[src/splw_cfg.svh]
`ifndef SPLW_CFG_SVH
`define SPLW_CFG_SVH

// ----------------------------------------------------------------------
// Register indices (byte address is four times the index)
// ----------------------------------------------------------------------
`define SPLW_IDX_PORT_EN     16'h3C48
`define SPLW_IDX_GLOBAL_EN   16'h4141
`define SPLW_IDX_TMO_SEL     16'h4171
`define SPLW_IDX_OFF_DUR     16'h4176
`define SPLW_IDX_STATUS      16'h4180

// ----------------------------------------------------------------------
// Field positions and reset values
// ----------------------------------------------------------------------
`define SPLW_PORT5_EN_BIT    5
`define SPLW_PORT6_EN_BIT    6
`define SPLW_GLOBAL_EN_BIT   0
`define SPLW_TMO_SEL_RST     3'h5
`define SPLW_OFF_DUR_RST     8'h05

// ----------------------------------------------------------------------
// Timing
// ----------------------------------------------------------------------
`define SPLW_CLK_PERIOD_NS   10
`define SPLW_MS_NS           1000000
`define SPLW_CYC_PER_MS      (`SPLW_MS_NS / `SPLW_CLK_PERIOD_NS)
`define SPLW_TMO_100_MS      100
`define SPLW_TMO_250_MS      250
`define SPLW_TMO_500_MS      500
`define SPLW_TMO_750_MS      750
`define SPLW_TMO_1000_MS     1000
`define SPLW_TMO_2000_MS     2000
`define SPLW_OFF_MIN_MS      350
`define SPLW_OFF_STEP_MS     10

`endif

[src/splw_pkg.sv]
`default_nettype none

package splw_pkg;

  typedef logic [3:0]  splw_link_t;
  typedef logic [11:0] splw_ms_t;

  typedef struct packed {
    logic [19:0] paddr;
    logic        psel;
    logic        penable;
    logic        pwrite;
    logic [31:0] pwdata;
    logic [3:0]  pstrb;
  } splw_apb_req_s;

  typedef struct packed {
    logic [31:0] prdata;
    logic        pready;
    logic        pslverr;
  } splw_apb_rsp_s;

  typedef struct packed {
    logic [2:0]            tmo_sel;
    logic [7:0]            off_dur;
    logic [1:0]            port_en;
    logic                  global_en;
    logic [16:0]           presc;
    logic [1:0][11:0]      stuck_cnt;
    logic [1:0][3:0]       prev_state;
    logic [1:0][11:0]      off_cnt;
    logic [1:0]            pwr;
    splw_apb_rsp_s         rsp;
  } splw_state_s;

endpackage : splw_pkg

`default_nettype wire

[src/splw_watchdog.sv]
// Our own choice: register access over APB.
`include "splw_cfg.svh"
`default_nettype none

module splw_watchdog #(
  parameter int CYC_PER_MS = `SPLW_CYC_PER_MS
) (
  // Clock and reset
  input  wire logic                     core_clk_i,
  input  wire logic                     arst_n_i,
  // APB slave
  input  wire splw_pkg::splw_apb_req_s  apb_req_i,
  output var  splw_pkg::splw_apb_rsp_s  apb_rsp_o,
  // Link state of ports 5 and 6
  input  wire splw_pkg::splw_link_t     link_state_i [2],
  // Split SuperSpeed power, index 0 is port 5
  output var  logic [1:0]               superspeed_half_power_out_o
);
  import splw_pkg::*;

  // --------------------------------------------------------------------
  // Reset release
  // --------------------------------------------------------------------
  logic rst_meta_reg;
  logic rst_n_reg;

  always_ff @(posedge core_clk_i or negedge arst_n_i) begin
    if (!arst_n_i) begin
      rst_meta_reg <= 1'b0;
      rst_n_reg    <= 1'b0;
    end else begin
      rst_meta_reg <= 1'b1;
      rst_n_reg    <= rst_meta_reg;
    end
  end

  // --------------------------------------------------------------------
  // Helpers
  // --------------------------------------------------------------------
  function automatic splw_ms_t tmo_ms(input logic [2:0] sel);
    unique case (sel)
      3'h1:    tmo_ms = 12'(`SPLW_TMO_100_MS);
      3'h2:    tmo_ms = 12'(`SPLW_TMO_250_MS);
      3'h3:    tmo_ms = 12'(`SPLW_TMO_500_MS);
      3'h4:    tmo_ms = 12'(`SPLW_TMO_750_MS);
      3'h5:    tmo_ms = 12'(`SPLW_TMO_1000_MS);
      3'h6:    tmo_ms = 12'(`SPLW_TMO_2000_MS);
      default: tmo_ms = 12'h000;
    endcase
  endfunction : tmo_ms

  function automatic splw_ms_t off_ms(input logic [7:0] dur);
    off_ms = 12'(`SPLW_OFF_MIN_MS) + 12'(dur) * 12'(`SPLW_OFF_STEP_MS);
  endfunction : off_ms

  function automatic logic is_stuck(input splw_link_t st);
    is_stuck = (st >= 4'h4) && (st <= 4'h9);
  endfunction : is_stuck

  // --------------------------------------------------------------------
  // State
  // --------------------------------------------------------------------
  splw_state_s state_reg;
  splw_state_s state_next;
  logic        ms_tick;
  logic        port_on;
  logic        access;
  logic [15:0] idx;

  always_comb begin
    state_next             = state_reg;
    state_next.rsp.pready  = 1'b0;
    state_next.rsp.pslverr = 1'b0;
    ms_tick                = (state_reg.presc == 17'(CYC_PER_MS - 1));
    state_next.presc       = ms_tick ? 17'h0_0000 : state_reg.presc + 17'h0_0001;
    access                 = apb_req_i.psel && apb_req_i.penable;
    idx                    = apb_req_i.paddr[17:2];
    port_on                = 1'b0;

    // Answer one cycle into the access phase
    if (access && !state_reg.rsp.pready) begin
      state_next.rsp.pready = 1'b1;
      state_next.rsp.prdata = 32'h0000_0000;
      if (apb_req_i.paddr[1:0] != 2'b00 || apb_req_i.paddr[19:18] != 2'b00) begin
        state_next.rsp.pslverr = 1'b1;
      end else begin
        unique case (idx)
          `SPLW_IDX_PORT_EN: begin
            state_next.rsp.prdata[`SPLW_PORT5_EN_BIT] = state_reg.port_en[0];
            state_next.rsp.prdata[`SPLW_PORT6_EN_BIT] = state_reg.port_en[1];
          end
          `SPLW_IDX_GLOBAL_EN:
            state_next.rsp.prdata[`SPLW_GLOBAL_EN_BIT] = state_reg.global_en;
          `SPLW_IDX_TMO_SEL: state_next.rsp.prdata[2:0] = state_reg.tmo_sel;
          `SPLW_IDX_OFF_DUR: state_next.rsp.prdata[7:0] = state_reg.off_dur;
          `SPLW_IDX_STATUS: begin
            state_next.rsp.prdata[1:0]  = state_reg.pwr;
            state_next.rsp.prdata[7:4]  = link_state_i[0];
            state_next.rsp.prdata[11:8] = link_state_i[1];
          end
          default: state_next.rsp.pslverr = 1'b1;
        endcase
      end
    end

    // Write lands on the completing edge
    if (access && state_reg.rsp.pready && apb_req_i.pwrite && apb_req_i.pstrb[0]
        && !state_reg.rsp.pslverr) begin
      unique case (idx)
        `SPLW_IDX_PORT_EN: begin
          state_next.port_en[0] = apb_req_i.pwdata[`SPLW_PORT5_EN_BIT];
          state_next.port_en[1] = apb_req_i.pwdata[`SPLW_PORT6_EN_BIT];
        end
        `SPLW_IDX_GLOBAL_EN: state_next.global_en = apb_req_i.pwdata[`SPLW_GLOBAL_EN_BIT];
        `SPLW_IDX_TMO_SEL:   state_next.tmo_sel   = apb_req_i.pwdata[2:0];
        `SPLW_IDX_OFF_DUR:   state_next.off_dur   = apb_req_i.pwdata[7:0];
        default: ;
      endcase
    end

    // Per-port link watch and power pulse
    for (int i = 0; i < 2; i++) begin
      port_on = state_reg.port_en[i] && state_reg.global_en;
      if (!state_reg.pwr[i]) begin
        if (ms_tick) begin
          if (state_reg.off_cnt[i] + 12'h001 >= off_ms(state_reg.off_dur)) begin
            state_next.pwr[i]     = 1'b1;
            state_next.off_cnt[i] = 12'h000;
          end else begin
            state_next.off_cnt[i] = state_reg.off_cnt[i] + 12'h001;
          end
        end
      end else if (!port_on || tmo_ms(state_reg.tmo_sel) == 12'h000
                   || !is_stuck(link_state_i[i])
                   || link_state_i[i] != state_reg.prev_state[i]) begin
        state_next.stuck_cnt[i] = 12'h000;
      end else if (ms_tick) begin
        if (state_reg.stuck_cnt[i] + 12'h001 >= tmo_ms(state_reg.tmo_sel)) begin
          state_next.pwr[i]       = 1'b0;
          state_next.stuck_cnt[i] = 12'h000;
        end else begin
          state_next.stuck_cnt[i] = state_reg.stuck_cnt[i] + 12'h001;
        end
      end
      state_next.prev_state[i] = link_state_i[i];
    end
  end

  always_ff @(posedge core_clk_i or negedge rst_n_reg) begin
    if (!rst_n_reg) begin
      state_reg         <= '0;
      state_reg.tmo_sel <= `SPLW_TMO_SEL_RST;
      state_reg.off_dur <= `SPLW_OFF_DUR_RST;
      state_reg.pwr     <= 2'b11;
    end else begin
      state_reg <= state_next;
    end
  end

  assign apb_rsp_o                   = state_reg.rsp;
  assign superspeed_half_power_out_o = state_reg.pwr;
endmodule : splw_watchdog

`default_nettype wire

[config.mk]
export PLATFORM = sky130hd
export DESIGN_NAME = splw_watchdog
export DESIGN_NICKNAME = d
export VERILOG_FILES = /design/src/splw_pkg.sv /design/src/splw_watchdog.sv
export VERILOG_INCLUDE_DIRS = /design/src
export SDC_FILE = /design/constraint.sdc
export NUM_CORES = 1
export LEC_CHECK = 0
export ABC_AREA = 1
export BUFFER_PORTS_ARGS = -buffer_cell sky130_fd_sc_hd__buf_2
export CAP_MARGIN = 25
export CORE_ASPECT_RATIO = 0.75
export CORE_MARGIN = 2
export CORE_UTILIZATION = 30
export CTS_CLUSTER_DIAMETER = 120
export DETAILED_ROUTE_END_ITERATION = 7
export SLEW_MARGIN = 20
export SYNTH_ARGS = -nofsm -noshare
export SYNTH_HDL_FRONTEND = slang
export SYNTH_SLANG_ARGS = --single-unit
[constraint.sdc]
create_clock -name core_clk_i -period 5.1 [get_ports core_clk_i]
set_input_delay 0 -clock core_clk_i [delete_from_list [all_inputs] [get_ports core_clk_i]]
set_output_delay 0 -clock core_clk_i [all_outputs]
set_load 0.1 [all_outputs]
==> impl_metrics.py, run 1 <==
metrics = {
    "yosys": {
        "synthTopCellsByCount": "nand2_1 (245), inv_1 (123), dfrtp_1 (99)",
        "syn_inst": 949,
        "synth.distinct_cells": 56,
        "yosys-top-cells-area": "dfrtp_1 (34%), nand2_1 (12%), ha_1 (9.5%), inv_1 (6.3%), buf_4 (3.9%)",
        "synth_area_per_cell_sq_um": 7.78,
        "yosysMostFrequentCell": "nand2_1",
        "synth_top_cell_by_area": "dfrtp_1",
        "async_flop_share": 1.00,
        "synth_ff_type": "dfrtp_1",
        "ys_ff_latch": 105,
        "synth-edff-count": 0,
        "synth_top_area_frac": 0.335,
        "syn_area_sq_um": 7390,
        "yosysSeqAreaShare": 0.357,
        "ys_warn_count": 0,
    },
    "power": {
        "seq_power_share": 0.484,
        "swShare": 0.249,
        "power_mw": 1.75,
        "p_int_mw": 1.31,
        "power_switching_mw": 0.435,
        "clkPwrFrac": 0.440,
        "leakagePower_nw": 4.41,
        "pwr-share-comb": 0.075,
        "cellPowerDensity_nw_per_um2": 208,
        "ir_worst_vdd_mv": 0.155,
    },
    "drt": {
        "dr_total_vias": 6121,
        "via_per_inst": 4.51,
        "route.met3.wl_um": 825,
        "first_pass_iters": 5,
        "wirelength_um": 16800,
        "ant_nets": 0,
        "wl_per_cell_um": 12.4,
        "top_layer": "met4",
        "drc": 0,
        "wl_met1_um": 8840,
        "first_iter_violations": 401,
        "wl_met2_um": 7020,
    },
    "critical_path": {
        "cp_num_buf_inv": 0,
        "path_delay_family": "adder cells",
        "critPathArrivalTime_ns": 3.82,
        "end_kind": "register",
        "cp_max_fo": 13,
        "critPathKind": "reg2reg",
        "critPathLaunchType": "register",
        "slowest_delay_ns": 0.44,
        "slowest_stage": "fa_1",
        "crit_chain": "ha_1, ha_1, fa_1, xnor2_1, nand2_1, xnor2_1, ha_1, a21oi_1, o21a_1, nand2_1, nand2_1, nand2_1, nor2_1, nand2_1, nand2_1, nand2_2, o21ai_0",
        "critical_path.most_common_cell": "nand2_1",
        "critical_path_required_ns": 5.37,
    },
    "clock_network": {
        "cts_buffer_depth": 2,
        "cts-root-buf": "clkbuf_16",
        "cts.sinks": 105,
        "path_clk_slew_ns": 0.08,
        "cts_tree": "built",
        "postCtsHoldBufs": 24,
        "cts_made_buffers": 9,
        "cts_resized": 0,
        "cts_max_level": 3,
        "worstSkewPairLatency_ns": 0.36,
        "post_cts_buffers": 0,
    },
    "final_layout": {
        "fin_nets": 1146,
        "antenna_cells": 0,
        "largest_reg_flops": 87,
        "syn_to_final_growth_pct": 14.0,
        "drive_above_1_share": 0.131,
        "final_util": 0.350,
    },
    "grt": {
        "grt_pass1_wl_um": 28500,
        "gr-usage-all-layers": 0.137,
        "antenna_found_initial": 0,
        "grt_pass1_vias": 5683,
        "grt_max_degree": 54,
        "grt.overflow.total": 0,
    },
    "sta": {
        "fin_crit_sh": 0.697,
        "slew_headroom": 0.420,
        "finalHoldViolCount": 0,
        "holdWs_ns": 0.129,
        "worstMarginPinSlew_ns": 0.864,
        "rsz0062_at_grt": "false",
        "min_period_ns": 3.55,
        "fmax_mhz": 281,
        "skew_ns": 0.0170,
        "setup_viol": 0,
        "drv_slew": 0,
        "fin_tns_setup_ns": 0,
    },
    "die": {
        "core_sq_um": 24100,
        "rows": 49,
        "die_w_um": 185,
        "die_area_sq_um": 25900,
        "initial_core_util": 0.307,
        "fp.dieH_um": 140,
        "ios": 105,
    },
    "outcome": {
        "status": "completed",
    },
    "placed_design": {
        "hpwl_um": 13100,
        "port_buffers": 57,
        "gp_congestion": 0.811,
    },
    "job": {
        "maxCapViolCount": 0,
    },
    "hold_path": {
        "hp-class": "in2reg",
    },
}
-- cell families after synthesis --
family / count (synthesis) / synth area share
buffers and inverters: 170 / 0.108
muxes: 5 / 0.00711
AOI/OAI and AO/OA: 121 / 0.0981
xor gates and xnor gates: 42 / 0.0498
adders and majority gates: 57 / 0.0976
other: 2 / 0.00102
DFF: 105 / 0.357
and+or+nand+nor: 447 / 0.282
-- layout make-up --
cell class                      count  area (sq um)
Fill cell                        2551         15700
Clock inverter                      4          76.3
Clock buffer                       12           246
Inverter                          128           480
Timing Repair Buffer               83           538
Sequential cell                   105          2640
Tap cell                          331           414
Multi-Input combinational cell    693          4030
-- metrics by stage --
step                      setup WS, ns  instances  instance area [sq um]
after floorplan                   1.97        968                   7460
after CTS                         1.53       1355                   8420
after detailed placement          1.56       1315                   7850
final                             1.55       1356                   8420
after global routing              1.18       1356                   8420
after global placement            1.60       1315                   7850
-- final timing paths --
check | cells after the start | to | slack [ns] | startpoint
hold / removal | 6 | state_reg[110] | 0.13 | apb_req_i[56]
hold reg to reg | 0 | state_reg[77] | 0.36 | rst_n_reg
max in group asynchronous | 1 | state_reg[113] | 3.60 | rst_n_reg
setup / recovery | 17 | state_reg[50] | 1.55 | state_reg[113]
setup reg to reg | 17 | state_reg[50] | 1.55 | state_reg[113]
min in group asynchronous | 0 | state_reg[77] | 0.36 | rst_n_reg
-- power by group through the flow --
stage	Clock (mW)	Combinational [mW]	Sequential (mW)
after CTS	0.795	0.132	0.848
after floorplan	0	0.0976	0.867
after detailed placement	0	0.118	0.864
final	0.770	0.131	0.847
after global routing	0.823	0.140	0.849
after global placement	0	0.118	0.864
-- routing by layer --
layer,GRT usage,vias up
met2,0.201,104
met5,0,-
met3,0.0268,12
met1,0.207,2830
met4,0.0288,0
li1,-,3175
-- worst min-delay path, stage by stage --
cell	delay (ns)
buf_2	0.08
nor4_1	0.05
nand2_1	0.05
inv_1	0.07
nand2_1	0.11
o21ai_0	0.08
-- placed cells by master (no fill, tap or decap), types with 5 or more instances in the layout --
master         instances
nand2_1              245
inv_1                123
dfrtp_1               98
nor2_1                67
buf_2                 57
ha_1                  56
nand3_1               49
o21ai_0               39
a21oi_1               37
xor2_1                30
nand4_1               29
dlygate4sd3_1         24
conb_1                21
xnor2_1               12
o21ai_1               12
nor3_1                10
o21ai_2                9
clkbuf_16              9
nand3b_1               7
nand2_2                7
dfstp_2                6
nor2_2                 5
inv_2                  5
No activity file was read; power rests on OpenSTA's default activity.
==> inputs of run 2 (changes only) <==
==> constraint.sdc (replaced) <==
create_clock -name core_clk_i -period 3.2 [get_ports core_clk_i]
set_input_delay 0 -clock core_clk_i [delete_from_list [all_inputs] [get_ports core_clk_i]]
set_output_delay 0 -clock core_clk_i [all_outputs]
set_load 0.1 [all_outputs]
==> impl_metrics.py, run 2 (same netlist as run 1, synthesis figures left out) <==
metrics = {
    "placed_design": {
        "port_buffers": 57,
        "dp_worst_setup_slack_ns": -0.0755,
        "hpwl_um": 13100,
        "gp_congestion": 0.814,
    },
    "clock_network": {
        "path_clk_slew_ns": 0.08,
        "cts_buffer_depth": 2,
        "cts-root-buf": "clkbuf_16",
        "cts_made_buffers": 9,
        "worstSkewPairLatency_ns": 0.36,
        "cts_max_level": 3,
        "cts_tree": "built",
        "cts.sinks": 105,
    },
    "final_layout": {
        "final_util": 0.363,
        "drive_above_1_share": 0.179,
        "largest_reg_flops": 87,
        "multi_input_area_sq_um": 4280,
        "n_fill_cell": 2467,
        "final_cell_mix": "nand2_1 (239), inv_1 (123), dfrtp_1 (98), nor2_1 (66), buf_2 (57)",
        "antenna_cells": 0,
        "register_area_sq_um": 2640,
        "syn_to_final_growth_pct": 18.4,
        "layout_commonest_cell": "nand2_1",
        "fin_nets": 1161,
    },
    "sta": {
        "slew_headroom": 0.586,
        "setup_slack_ns": 0.185,
        "worstMarginPinSlew_ns": 0.615,
        "min_period_ns": 3.01,
        "fin_crit_sh": 0.942,
        "finalHoldViolCount": 0,
        "setup_viol": 0,
        "skew_ns": 0.0111,
        "holdWs_ns": 0.0271,
        "drv_slew": 0,
        "fmax_mhz": 332,
    },
    "critical_path": {
        "slowest_stage": "fa_2",
        "crit_chain": "ha_4, ha_4, fa_2, xnor2_2, buf_4, xor2_2, ha_1, nand2_1, o21a_1, nand2_1, nand2_1, nand2_1, nor2_2, nand2_1, nand2_2, nand2_4, o21ai_2",
        "end_kind": "register",
        "critical_path_required_ns": 3.49,
        "critPathArrivalTime_ns": 3.30,
        "critPathKind": "reg2reg",
        "critPathLaunchType": "register",
        "cp_max_fo": 7,
        "critical_path.most_common_cell": "nand2_1",
        "slowest_delay_ns": 0.43,
    },
    "grt": {
        "gr-usage-all-layers": 0.137,
        "grt_pass1_wl_um": 28500,
        "grt.overflow.total": 0,
        "antenna_found_initial": 0,
        "grt_pass1_vias": 5808,
        "grt_max_degree": 104,
    },
    "power": {
        "p_int_mw": 1.94,
        "pwr-share-comb": 0.085,
        "leakagePower_nw": 4.49,
        "swShare": 0.266,
        "cellPowerDensity_nw_per_um2": 302,
        "power_switching_mw": 0.703,
        "seq_power_share": 0.506,
        "clkPwrFrac": 0.409,
        "ir_worst_vdd_mv": 0.243,
    },
    "drt": {
        "via_per_inst": 4.51,
        "first_iter_violations": 469,
        "wl_per_cell_um": 12.6,
        "ant_nets": 0,
        "wirelength_um": 17300,
        "dr_total_vias": 6180,
        "drc": 0,
        "first_pass_iters": 5,
    },
    "die": {
        "core_sq_um": 24100,
        "ios": 105,
        "rows": 49,
        "fp.dieH_um": 140,
        "initial_core_util": 0.307,
        "die_area_sq_um": 25900,
        "die_w_um": 185,
    },
    "outcome": {
        "status": "completed",
    },
    "job": {
        "maxCapViolCount": 0,
    },
    "hold_path": {
        "hp-class": "in2reg",
    },
}
## run 2: metrics by stage
step	power (mW)	TNS [ns]	instances	area (sq um)
3_3_place_gp	1.57	-0.0741	1326	7950
2_1_floorplan	1.54	0	968	7460
3_5_place_dp	1.57	-0.991	1326	7950
6_report	2.64	0	1371	8750
5_1_grt	2.74	-0.0101	1371	8750
4_1_cts	2.68	0	1367	8530
## run 2: final timing paths
check	slack (ns)	end	depth (start not counted)	startpoint
min	0.03	apb_rsp_o[2]	4	apb_req_i[40]
max in group asynchronous	2.37	state_reg[113]	1	rst_n_reg
max reg2reg	0.19	state_reg[49]	17	state_reg[113]
min in group asynchronous	0.36	state_reg[73]	1	rst_n_reg
max	0.19	state_reg[49]	17	state_reg[113]
min reg2reg	0.36	state_reg[73]	1	rst_n_reg
## run 2: power by group through the flow
stage               clock [mW]  combinational [mW]  sequential (mW)
CTS                       1.12               0.225             1.34
global route              1.16               0.240             1.34
finish                    1.08               0.224             1.34
floorplan                    0               0.156             1.38
detailed placement           0               0.204             1.36
global placement             0               0.203             1.36
## run 2: area by class of cell
cell class,instances,area share
tap,331,0.0473
multi-input combinational,695,0.489
sequential,105,0.302
clock buffer,10,0.0273
inverter,128,0.0549
clock inverter,6,0.00558
timing repair buffer,96,0.0744
## run 2: timing repair
action                                  4_1_cts  5_1_grt
endpoints found under the setup margin       25       26
gates resized for setup                       8       39
setup buffers                                 0        3
endpoints found under the hold margin        34        0
hold buffers                                 24        0
gates cloned                                  1        1
pin swaps                                     3       17
## run 2: critical path: cells and delay by family (launching register included)
family	cells	cell delay, ns
adder cells (fa/ha/maj)	4	1.15
AND/OR/NAND/NOR	8	0.62
flip-flops	1	0.41
XOR/XNOR	2	0.34
AO/OA/AOI/OAI	2	0.29
buffers and inverters	1	0.15
## run 2: per-layer routing
metal / up-vias / wire length (um) / GRT usage / share of wire
met1: 2854 / 8810 / 0.199 / 0.51
met5: - / 0 / 0 / 0
met3: 9 / 814 / 0.0304 / 0.047
met4: 0 / 151 / 0.0338 / 0.0087
met2: 107 / 7520 / 0.207 / 0.43
li1: 3210 / - / - / -
==> inputs of run 3 (changes only) <==
--- a/config.mk
+++ b/config.mk
@@ -11,9 +11,10 @@
 export CAP_MARGIN = 25
 export CORE_ASPECT_RATIO = 0.75
 export CORE_MARGIN = 2
-export CORE_UTILIZATION = 30
+export CORE_UTILIZATION = 53
 export CTS_CLUSTER_DIAMETER = 120
 export DETAILED_ROUTE_END_ITERATION = 7
+export PLACE_DENSITY = 0.78
 export SLEW_MARGIN = 20
 export SYNTH_ARGS = -nofsm -noshare
 export SYNTH_HDL_FRONTEND = slang
==> impl_metrics.py, run 3 (same netlist as run 1, synthesis figures left out) <==
metrics = {
    "outcome": {
        "status": "completed",
    },
    "hold_path": {
        "hp-class": "in2reg",
    },
    "placed_design": {
        "hpwl_um": 12400,
        "gp_congestion": 0.879,
        "port_buffers": 57,
        "placed_cell_area_sq_um": 7730,
        "dp_worst_setup_slack_ns": -0.116,
    },
    "die": {
        "core_sq_um": 13700,
        "fp.dieH_um": 106,
        "rows": 37,
        "ios": 105,
        "die_area_sq_um": 14900,
        "die_w_um": 140,
        "initial_core_util": 0.541,
    },
    "grt": {
        "grt_pass1_wl_um": 28400,
        "grt_max_degree": 63,
        "antenna_found_initial": 0,
        "gr-usage-all-layers": 0.233,
        "grt.overflow.total": 0,
        "grt_pass1_vias": 6014,
    },
    "clock_network": {
        "worstSkewPairLatency_ns": 0.35,
        "path_clk_slew_ns": 0.08,
        "cts.sinks": 105,
        "cts_max_level": 3,
        "cts_buffer_depth": 2,
        "cts_tree": "built",
        "cts_made_buffers": 9,
        "cts-root-buf": "clkbuf_16",
    },
    "critical_path": {
        "critical_path_required_ns": 3.49,
        "cp_max_fo": 5,
        "critPathLaunchType": "register",
        "critPathArrivalTime_ns": 3.39,
        "end_kind": "register",
        "critPathKind": "reg2reg",
    },
    "sta": {
        "finalHoldViolCount": 0,
        "drv_slew": 0,
        "slew_headroom": 0.477,
        "min_period_ns": 3.10,
        "setup_slack_ns": 0.101,
        "worstMarginPinSlew_ns": 0.774,
        "fmax_mhz": 323,
        "skew_ns": 0.00904,
        "rsz0062_at_grt": "true",
        "fin_crit_sh": 0.968,
        "setup_viol": 0,
    },
    "drt": {
        "via_per_inst": 5.31,
        "ant_nets": 0,
        "dr_total_vias": 6401,
        "first_iter_violations": 373,
        "wirelength_um": 16900,
        "first_pass_iters": 7,
        "drc": 0,
        "wl_per_cell_um": 14.0,
    },
    "power": {
        "leakagePower_nw": 4.46,
        "ir_worst_vdd_mv": 0.256,
        "power_mw": 2.73,
        "cellPowerDensity_nw_per_um2": 324,
    },
    "final_layout": {
        "final_cell_mix": "nand2_1 (238), inv_1 (123), dfrtp_1 (98), nor2_1 (67), buf_2 (57)",
        "drive_above_1_share": 0.170,
        "largest_reg_flops": 87,
        "syn_to_final_growth_pct": 14.3,
        "n_fill_cell": 1162,
        "stdcell_area_sq_um": 8440,
        "layout_commonest_cell": "nand2_1",
        "antenna_cells": 0,
        "final_util": 0.618,
        "fin_nets": 1152,
    },
    "job": {
        "maxCapViolCount": 0,
    },
}
run 3: cell types whose count changed in the layout (fill, tap and decap cells not counted), sizes merged:
cell         delta
clkinvlp        -2
inv             +1
buf             -5
bufinv          +1
dlygate4sd3     -4
run 3: per-layer routing:
| layer | GRT usage | routed length (um) |
|---|---|---|
| met1 | 0.336 | 8390 |
| met2 | 0.366 | 7420 |
| met3 | 0.0387 | 816 |
| met4 | 0.0599 | 261 |
| met5 | 0 | 0 |
run 3: path summary, 6_finish.rpt:
path,slack (ns),depth (start not counted),to,from
max,0.10,17,state_reg[44],state_reg[113]
min,0.07,5,apb_rsp_o[3],apb_req_i[57]
max reg2reg,0.10,17,state_reg[44],state_reg[113]
min reg2reg,0.33,0,state_reg[77],rst_n_reg
max in group asynchronous,2.11,1,state_reg[114],rst_n_reg
min in group asynchronous,0.33,0,state_reg[77],rst_n_reg
run 3: power by group:
part	internal (mW)	total, mW	switching (mW)
clock network	0.638	1.18	0.539
registers	1.33	1.35	0.0139
logic	0.0473	0.210	0.162
total	2.02	2.73	0.715
run 3: final cells by class:
| cell class | count | area [sq um] | area share |
|---|---|---|---|
| sequential | 105 | 2640 | 0.312 |
| clock inverter | 6 | 70.1 | 0.00830 |
| timing repair buffer | 87 | 573 | 0.0679 |
| inverter | 128 | 480 | 0.0569 |
| tap | 175 | 219 | 0.0259 |
| clock buffer | 10 | 239 | 0.0283 |
| multi-input combinational | 695 | 4220 | 0.500 |
run 3: what timing repair did:
| action | CTS | global route |
|---|---|---|
| pin swaps | 1 | 15 |
| setup buffers | 0 | 1 |
| cloned | 1 | 1 |
| endpoints found under the setup margin | 25 | 26 |
| resized for setup | 7 | 33 |
| hold buffers | 20 | 0 |
| endpoints found under the hold margin | 30 | 0 |
run 3: stage by stage:
step / TNS (ns) / instances / hold slack (ns)
3_5_place_dp: -2.20 / 1167 / -0.214
6_report: 0 / 1206 / 0.0658
3_3_place_gp: 0 / 1167 / -0.213
2_1_floorplan: 0 / 968 / -0.296
4_1_cts: 0 / 1204 / 0.0585
5_1_grt: -0.295 / 1206 / 0.0787
run 3: worst max-delay path, cell delays in order (launching register included):
cell	delay, ns
dfrtp_1	0.42
ha_4	0.26
ha_4	0.16
fa_2	0.42
xnor2_2	0.21
nand2_2	0.10
xnor2_2	0.15
ha_1	0.33
buf_4	0.15
a211oi_2	0.21
nand2_1	0.07
nand2_1	0.05
nand2_1	0.06
nand2_2	0.08
nand3_4	0.12
nand2_4	0.12
nand2_1	0.06
nand2_1	0.06
